$ cat config.mk
export PLATFORM = sky130hd
export DESIGN_NAME = acc_top
export DESIGN_NICKNAME = d
export VERILOG_FILES = /design/src/acc_pkg.sv /design/src/acc_top.sv
export SDC_FILE = /design/constraint.sdc
export NUM_CORES = 1
export LEC_CHECK = 0
export BUFFER_PORTS_ARGS = -buffer_cell sky130_fd_sc_hd__buf_4
export CORE_UTILIZATION = 46
export CTS_BUF_LIST = sky130_fd_sc_hd__clkbuf_4 sky130_fd_sc_hd__clkbuf_8 sky130_fd_sc_hd__clkbuf_16
export CTS_CLUSTER_SIZE = 30
export DETAILED_ROUTE_END_ITERATION = 7
export GPL_ROUTABILITY_DRIVEN = 0
export HOLD_SLACK_MARGIN = 0.06
export PLACE_DENSITY = 0.81
export SLEW_MARGIN = 15
export SYNTH_ARGS = -nofsm -noshare
export SYNTH_HDL_FRONTEND = slang
export SYNTH_SLANG_ARGS = --single-unit
$ cat constraint.sdc
create_clock -name core_clk_in -period 2 [get_ports core_clk_in]
set_input_delay 0.1 -clock core_clk_in [delete_from_list [all_inputs] [get_ports core_clk_in]]
set_output_delay 0.1 -clock core_clk_in [all_outputs]
set_load 0.05 [all_outputs]
$ cat src/acc_pkg.sv
// Behaviour
// - Comparator result synchronized, readable after 1-2 cycles
// - Mode field: toggle, reserved, falling, rising
// - Flag sets on selected event, enable irrelevant
// - Flag clears on vector taken or write-one
// - Interrupt requested when flag, enable, global enable
// - Disable bit powers comparator off
// - Reference select drives positive input from reference
// - Mux enable, converter off: channel picks pin
// - Otherwise dedicated negative pin feeds negative input
// - Unused control bit reads zero, ignores writes
// - Buffer-off bits disable buffer, port reads zero
// - Converter enable high while converter switched on
package acc_pkg;

	// ****************************************
	// Register indices (byte address = 4 * index)
	// ****************************************
	localparam logic [5:0] IDX_CONV_B = 6'h03;
	localparam logic [5:0] IDX_CSR = 6'h08;
	localparam logic [5:0] IDX_DIDR = 6'h14;
	localparam logic [5:0] IDX_CONV_CTRL = 6'h20;
	localparam logic [5:0] IDX_IRQ_STAT = 6'h21;
	localparam logic [5:0] IDX_IRQ_CLR = 6'h22;
	localparam logic [5:0] IDX_IRQ_EN = 6'h23;

	// ****************************************
	// Field positions
	// ****************************************
	localparam int CSR_POWER_OFF = 7;
	localparam int CSR_REF_SEL = 6;
	localparam int CSR_OUT = 5;
	localparam int CSR_FLAG = 4;
	localparam int CSR_IRQ_EN = 3;
	localparam int CSR_MODE_HI = 1;
	localparam int CSR_MODE_LO = 0;
	localparam int CONVB_MUX_EN = 6;
	localparam int CONVB_TRIG_HI = 2;
	localparam int CTRL_CONV_EN = 0;
	localparam int CTRL_CHAN_LO = 1;
	localparam int CTRL_CHAN_HI = 2;
	localparam int CTRL_GIE = 3;
	localparam int DIDR_POS = 0;
	localparam int DIDR_NEG = 1;
	localparam int DIDR_TOP = 5;
	localparam int IRQ_CMP_BIT = 0;

	// ****************************************
	// Reset values and widths
	// ****************************************
	localparam logic [7:0] RST_BYTE = 8'h00;
	localparam logic [31:0] RST_WORD = 32'h0000_0000;
	localparam int TRIG_W = 3;
	localparam int DIDR_W = 6;

	// Interrupt mode encodings
	typedef enum logic [1:0] {
		ACC_MODE_TOGGLE = 2'h0,
		ACC_MODE_RSVD = 2'h1,
		ACC_MODE_FALL = 2'h2,
		ACC_MODE_RISE = 2'h3
	} acc_mode_type;

	// Negative input source encodings
	typedef enum logic [2:0] {
		ACC_NEG_PIN = 3'h0,
		ACC_NEG_CONV0 = 3'h1,
		ACC_NEG_CONV1 = 3'h2,
		ACC_NEG_CONV2 = 3'h3,
		ACC_NEG_CONV3 = 3'h4
	} acc_neg_type;

endpackage

$ cat src/acc_top.sv
`timescale 1ns/1ps
module acc_top #(
	parameter int ADDR_W = 8
) (
	input wire logic core_clk_in,
	input wire logic rst_in,
	input wire logic [ADDR_W-1:0] avs_address_in,
	input wire logic avs_read_in,
	input wire logic avs_write_in,
	input wire logic [31:0] avs_writedata_in,
	input wire logic [3:0] avs_byteenable_in,
	output logic [31:0] avs_readdata_out,
	output logic avs_waitrequest_out,
	input wire logic cmp_raw_in,
	input wire logic pos_pin_dig_in,
	input wire logic neg_pin_dig_in,
	input wire logic irq_vector_taken_in,
	output logic cmp_irq_out,
	output logic irq_out,
	output logic cmp_power_off_out,
	output logic cmp_ref_select_out,
	output acc_pkg::acc_neg_type neg_src_out,
	output logic pos_pin_buf_off_out,
	output logic neg_pin_buf_off_out,
	output logic [3:0] conv_pin_buf_off_out,
	output logic pos_pin_read_out,
	output logic neg_pin_read_out,
	output logic [2:0] trig_sel_out
);
	import acc_pkg::*;

	// ****************************************
	// Elaboration check
	// ****************************************
	if (ADDR_W < 8) begin : g_bad_addr
		$error("acc_top: ADDR_W must be at least 8");
	end
	// Field widths must match the register layout
	if (TRIG_W != CONVB_TRIG_HI + 1) begin : g_bad_trig
		$error("acc_top: TRIG_W does not match the trigger field");
	end
	if (DIDR_W != DIDR_TOP + 1) begin : g_bad_didr
		$error("acc_top: DIDR_W does not match the disable field");
	end

	// ****************************************
	// State
	// ****************************************
	typedef struct packed {
		logic cmp_s1;
		logic cmp_s2;
		logic cmp_prev;
		logic pos_s1;
		logic pos_s2;
		logic neg_s1;
		logic neg_s2;
		logic flag;
		logic ie;
		logic power_off;
		logic ref_sel;
		acc_mode_type mode;
		logic mux_en;
		logic [TRIG_W-1:0] trig;
		logic [DIDR_W-1:0] didr;
		logic conv_en;
		logic [1:0] chan;
		logic gie;
		logic irq_stat;
		logic irq_en;
		logic waitreq;
		logic [31:0] rdata;
		logic cmp_irq;
		logic irq;
		acc_neg_type neg_src;
		logic pos_read;
		logic neg_read;
	} acc_state_type;

	acc_state_type s_q;
	acc_state_type s_d;
	logic event_w;
	logic [5:0] idx_w;
	logic mapped_w;
	logic wr_w;
	logic [7:0] wb_w;
	logic [7:0] csr_rd_w;

	// Word index and access decode
	assign idx_w = avs_address_in[7:2];
	assign mapped_w = (avs_address_in[1:0] == 2'h0);
	assign wr_w = avs_write_in && !s_q.waitreq && mapped_w && avs_byteenable_in[0];
	assign wb_w = avs_writedata_in[7:0];

	// Edge event of synchronized output, selected by mode
	always_comb begin
		case (s_q.mode)
			ACC_MODE_TOGGLE: event_w = s_q.cmp_s2 ^ s_q.cmp_prev;
			ACC_MODE_FALL: event_w = s_q.cmp_prev && !s_q.cmp_s2;
			ACC_MODE_RISE: event_w = !s_q.cmp_prev && s_q.cmp_s2;
			default: event_w = 1'b0;
		endcase
	end

	// Control/status byte as read; bit 2 always zero
	always_comb begin
		csr_rd_w = RST_BYTE;
		csr_rd_w[CSR_POWER_OFF] = s_q.power_off;
		csr_rd_w[CSR_REF_SEL] = s_q.ref_sel;
		csr_rd_w[CSR_OUT] = s_q.cmp_s2;
		csr_rd_w[CSR_FLAG] = s_q.flag;
		csr_rd_w[CSR_IRQ_EN] = s_q.ie;
		csr_rd_w[CSR_MODE_HI:CSR_MODE_LO] = s_q.mode;
	end

	// ****************************************
	// Next state
	// ****************************************
	always_comb begin
		s_d = s_q;
		// Two-stage synchronizers
		s_d.cmp_s1 = cmp_raw_in;
		s_d.cmp_s2 = s_q.cmp_s1;
		s_d.cmp_prev = s_q.cmp_s2;
		s_d.pos_s1 = pos_pin_dig_in;
		s_d.pos_s2 = s_q.pos_s1;
		s_d.neg_s1 = neg_pin_dig_in;
		s_d.neg_s2 = s_q.neg_s1;
		// Bus handshake: one wait cycle per request
		s_d.waitreq = !((avs_read_in || avs_write_in) && s_q.waitreq);
		// Read data of the addressed word, shown in the next cycle
		s_d.rdata = RST_WORD;
		if (mapped_w) begin
			case (idx_w)
				IDX_CONV_B: begin
					s_d.rdata[CONVB_MUX_EN] = s_q.mux_en;
					s_d.rdata[CONVB_TRIG_HI:0] = s_q.trig;
				end
				IDX_CSR: s_d.rdata[7:0] = csr_rd_w;
				IDX_DIDR: s_d.rdata[DIDR_TOP:0] = s_q.didr;
				IDX_CONV_CTRL: begin
					s_d.rdata[CTRL_CONV_EN] = s_q.conv_en;
					s_d.rdata[CTRL_CHAN_HI:CTRL_CHAN_LO] = s_q.chan;
					s_d.rdata[CTRL_GIE] = s_q.gie;
				end
				IDX_IRQ_STAT: s_d.rdata[IRQ_CMP_BIT] = s_q.irq_stat;
				IDX_IRQ_EN: s_d.rdata[IRQ_CMP_BIT] = s_q.irq_en;
				default: s_d.rdata = RST_WORD;
			endcase
		end
		// Register writes, taken in the cycle waitrequest is low
		if (wr_w) begin
			case (idx_w)
				IDX_CONV_B: begin
					s_d.mux_en = wb_w[CONVB_MUX_EN];
					s_d.trig = wb_w[CONVB_TRIG_HI:0];
				end
				IDX_CSR: begin
					s_d.power_off = wb_w[CSR_POWER_OFF];
					s_d.ref_sel = wb_w[CSR_REF_SEL];
					s_d.ie = wb_w[CSR_IRQ_EN];
					s_d.mode = acc_mode_type'(wb_w[CSR_MODE_HI:CSR_MODE_LO]);
				end
				IDX_DIDR: s_d.didr = wb_w[DIDR_TOP:0];
				IDX_CONV_CTRL: begin
					s_d.conv_en = wb_w[CTRL_CONV_EN];
					s_d.chan = wb_w[CTRL_CHAN_HI:CTRL_CHAN_LO];
					s_d.gie = wb_w[CTRL_GIE];
				end
				IDX_IRQ_EN: s_d.irq_en = wb_w[IRQ_CMP_BIT];
				default: s_d.gie = s_q.gie;
			endcase
		end
		// Flag: vector or write-one clears, a new event wins
		if (irq_vector_taken_in) begin
			s_d.flag = 1'b0;
		end
		if (wr_w && idx_w == IDX_CSR && wb_w[CSR_FLAG]) begin
			s_d.flag = 1'b0;
		end
		if (event_w) begin
			s_d.flag = 1'b1;
		end
		// Sticky status with write-one clear, set wins
		if (wr_w && idx_w == IDX_IRQ_CLR && wb_w[IRQ_CMP_BIT]) begin
			s_d.irq_stat = 1'b0;
		end
		if (event_w) begin
			s_d.irq_stat = 1'b1;
		end
		// Registered outputs from next state
		s_d.cmp_irq = s_d.flag && s_d.ie && s_d.gie;
		s_d.irq = s_d.irq_stat && s_d.irq_en;
		// Negative input source
		if (s_d.mux_en && !s_d.conv_en) begin
			s_d.neg_src = acc_neg_type'({1'b0, s_d.chan} + 3'h1);
		end else begin
			s_d.neg_src = ACC_NEG_PIN;
		end
		// Pin reads masked by the buffer-off bits
		s_d.pos_read = s_q.pos_s2 && !s_d.didr[DIDR_POS];
		s_d.neg_read = s_q.neg_s2 && !s_d.didr[DIDR_NEG];
	end

	// ****************************************
	// State register
	// ****************************************
	always_ff @(posedge core_clk_in or posedge rst_in) begin
		if (rst_in) begin
			s_q <= '0;
			s_q.waitreq <= 1'b1;
			s_q.mode <= ACC_MODE_TOGGLE;
			s_q.neg_src <= ACC_NEG_PIN;
		end else begin
			s_q <= s_d;
		end
	end

	// Outputs straight from state
	assign avs_readdata_out = s_q.rdata;
	assign avs_waitrequest_out = s_q.waitreq;
	assign cmp_irq_out = s_q.cmp_irq;
	assign irq_out = s_q.irq;
	assign cmp_power_off_out = s_q.power_off;
	assign cmp_ref_select_out = s_q.ref_sel;
	assign neg_src_out = s_q.neg_src;
	assign pos_pin_buf_off_out = s_q.didr[DIDR_POS];
	assign neg_pin_buf_off_out = s_q.didr[DIDR_NEG];
	assign conv_pin_buf_off_out = s_q.didr[DIDR_TOP:DIDR_NEG+1];
	assign pos_pin_read_out = s_q.pos_read;
	assign neg_pin_read_out = s_q.neg_read;
	assign trig_sel_out = s_q.trig;
endmodule

==> flow_summary.yaml <==
route:
  postRouteAntennaNets: 0
  drt-initial-drc-count: 90
  wl_per_cell_um: 14.0
  routed_via_density: 4.86
  totalWireLength_um: 4210
  dr_total_vias: 1463
  drc: 7
  drt-pass1-iter-count: 6
clock_network:
  insertion_delay_ns: 0.31
  cts-resized-gates: 0
  root_buffer: "clkbuf_8"
  cts_tree: "yes"
  cts_buffers: 5
  cts_buffer_depth: 2
  cts_setup_buffers: 0
  htree_num_levels: 2
  clock_sinks: 45
  clk_pin_slew_ns: 0.08
timing:
  finalCritPeriodShare: 0.856
  rsz0062_at_grt: "no"
  setup_viol: 0
  finalHoldViolCount: 0
  min_period_ns: 1.71
  finalMaxSlewViolations: 0
  tns_ns: 0
  fin_worst_skew_ns: 0.0125
  slew-limit-headroom: 0.619
  clock.fmax_mhz: 584
  worstMarginPinSlew_ns: 0.568
power:
  total_leakage_power_nw: 1.41
  p_total_mw: 1.79
  peakVddDrop_mv: 0.413
  power_density_nw_per_um2: 672
yosys:
  yosys_register_bits: 45
  synth_top_area_frac: 0.503
  synth_cells: 193
  yosysWarnings: 0
  yosysSeqAreaShare: 0.515
  ys_types: 39
  synth_top_area_cell: "dfrtp_1"
  synth_area_um2: 2190
  syn_area_per_cell_um2: 11.3
  ys_async_sr_fraction: 1.00
  synth_edf_count: 0
  synthTopCellsByArea: "dfrtp_1 (50%), buf_4 (15%), mux2_2 (7.7%)"
  ys.flop_type: "dfrtp_1"
critical_path:
  critPathCaptureType: "register"
  rr_worst_depth: 4
  max_stage_delay_ns: 0.40
  critPathLaunchType: "register"
  crit_path_cell_trace: "nor3_4, buf_4, and2_0, mux2_2"
  required_ns: 2.19
  critPathMaxFanout: 6
  path_class: "reg -> reg"
  slowest_stage: "dfstp_2"
  cp.arrival_ns: 1.90
floorplan:
  die_x_um: 71.0
  io_pins: 103
  start_util: 0.489
  row_count: 24
  die_area_um2: 5040
  coreArea_um2: 4470
  chipHeight_um: 71.0
final_layout:
  syn2layout_area_growth_pct: 22.0
  nNetsFinal: 303
  antenna_cells: 0
  drive_gt1_frac: 0.365
  num-fill-cells: 378
status:
  violations: "DRC"
  outcome: "finished, violations left"
run:
  max-cap-violations: 0
global_route:
  grt_usage: 0.180
  gr-total-overflow: 0
  grt_pass1_wl_um: 6640
  grt_pass1_vias: 1423
  grt_start_max_net_pins: 31
  antenna_found_initial: 0
place:
  io_buffers: 51
  post-dp-hpwl_um: 3040
hold_path:
  min_path_type: "in -> reg"
  hold_depth: 3
power by group:
| group | internal (mW) | total [mW] | switching, mW |
|---|---|---|---|
| Clock | 0.260 | 0.571 | 0.311 |
| Combinational | 0.0838 | 0.278 | 0.194 |
| Sequential | 0.931 | 0.945 | 0.0135 |
metrics by stage:
stage	utilization	hold WS [ns]	worst slack [ns]	instances	instance area, um^2
global placement	0.545	0.108	0.180	279	2440
CTS	0.596	0.0872	0.299	301	2670
floorplan	-	0.131	0.216	216	2270
detailed placement	0.545	0.120	0.183	279	2440
finish	0.596	0.100	0.288	301	2670
global route	0.596	0.109	0.227	301	2670
critical path: cells and delay by family (launching register included):
family	cells	cell delay [ns]
AND/OR/NAND/NOR	2	0.62
buffers and inverters	1	0.20
flip-flops	1	0.40
multiplexers	1	0.38
repair_timing:
action                                  4_1_cts  5_1_grt
hold buffers                                 14        0
hold endpoints to repair                     31        0
endpoints found under the setup margin        0        0
cell families after synthesis:
group | after synthesis | synth area share
buf+inv | 57 | 0.173
other cells | 1 | 0.00171
mux | 20 | 0.105
simple gates | 46 | 0.122
flops | 45 | 0.515
fa+ha+maj | 3 | 0.0172
compound gates | 21 | 0.0663
cell type report:
cell class | instances | area, um^2 | share of cell area
timing repair buffer | 73 | 583 | 0.218
clock buffer | 6 | 76.3 | 0.0286
tap | 52 | 65.1 | 0.0244
clock inverter | 2 | 15.0 | 0.00563
sequential | 45 | 1130 | 0.422
inverter | 9 | 33.8 | 0.0127
multi-input combinational | 114 | 768 | 0.288
path summary, 6_finish.rpt:
| check | endpoint | slack, ns | from |
|---|---|---|---|
| max in group asynchronous | neg_src_out[2] | 0.95 | rst_in |
| setup reg to reg | csr_rd_w[3] | 0.29 | avs_waitrequest_out |
| hold reg to reg | csr_rd_w[5] | 0.35 | s_d[67] |
| hold / removal | irq_out | 0.10 | avs_address_in[2] |
| setup / recovery | csr_rd_w[3] | 0.29 | avs_waitrequest_out |
| min in group asynchronous | csr_rd_w[5] | 0.32 | rst_in |
cells in the final DEF (no fill, tap or decap), types with 3 or more instances in the layout:
| master | n |
|---|---|
| buf_4 | 59 |
| clkbuf_8 | 5 |
| a21oi_1 | 5 |
| nand2_1 | 12 |
| mux2i_1 | 3 |
| conb_1 | 24 |
| and3_1 | 5 |
| a222oi_1 | 3 |
| dlygate4sd3_1 | 14 |
| o21ai_0 | 4 |
| mux2_2 | 15 |
| dfrtp_1 | 44 |
| ha_1 | 3 |
| inv_1 | 8 |
| nor2_1 | 11 |
| a22oi_1 | 4 |
flip-flops by register name, summed over array words and instances, names as in the netlist:
name	count
avs_readdata_out	8
avs_waitrequest_out	1
cmp_irq_out	1
cmp_power_off_out	1
cmp_ref_select_out	1
conv_pin_buf_off_out	4
csr_rd_w	5
irq_out	1
neg_pin_buf_off_out	1
neg_pin_read_out	1
neg_src_out	3
pos_pin_buf_off_out	1
pos_pin_read_out	1
s_d	3
s_q	10
trig_sel_out	3
cells in the mapped netlist (2+ instances only):
| cell type | number |
|---|---|
| mux2_2 | 15 |
| nand2_1 | 12 |
| inv_1 | 9 |
| mux2i_1 | 3 |
| ha_1 | 3 |
| buf_2 | 3 |
| o21ai_0 | 4 |
| nor2_1 | 11 |
| dfrtp_1 | 44 |
| clkbuf_1 | 2 |
| a22oi_1 | 4 |
| mux2_4 | 2 |
| a222oi_1 | 3 |
| nand4_1 | 2 |
| and2_1 | 2 |
| buf_4 | 43 |
| a21oi_1 | 5 |
| and3_1 | 5 |
per-layer routing:
| metal | vias to the layer above | global-route usage | wire length [um] |
|---|---|---|---|
| met2 | 69 | 0.293 | 2090 |
| met5 | - | 0 | 0 |
| met1 | 691 | 0.217 | 1770 |
| met4 | 0 | 0.0822 | 68 |
| met3 | 5 | 0.0613 | 283 |
| li1 | 698 | - | - |
Power figures use the tool's default switching activity.
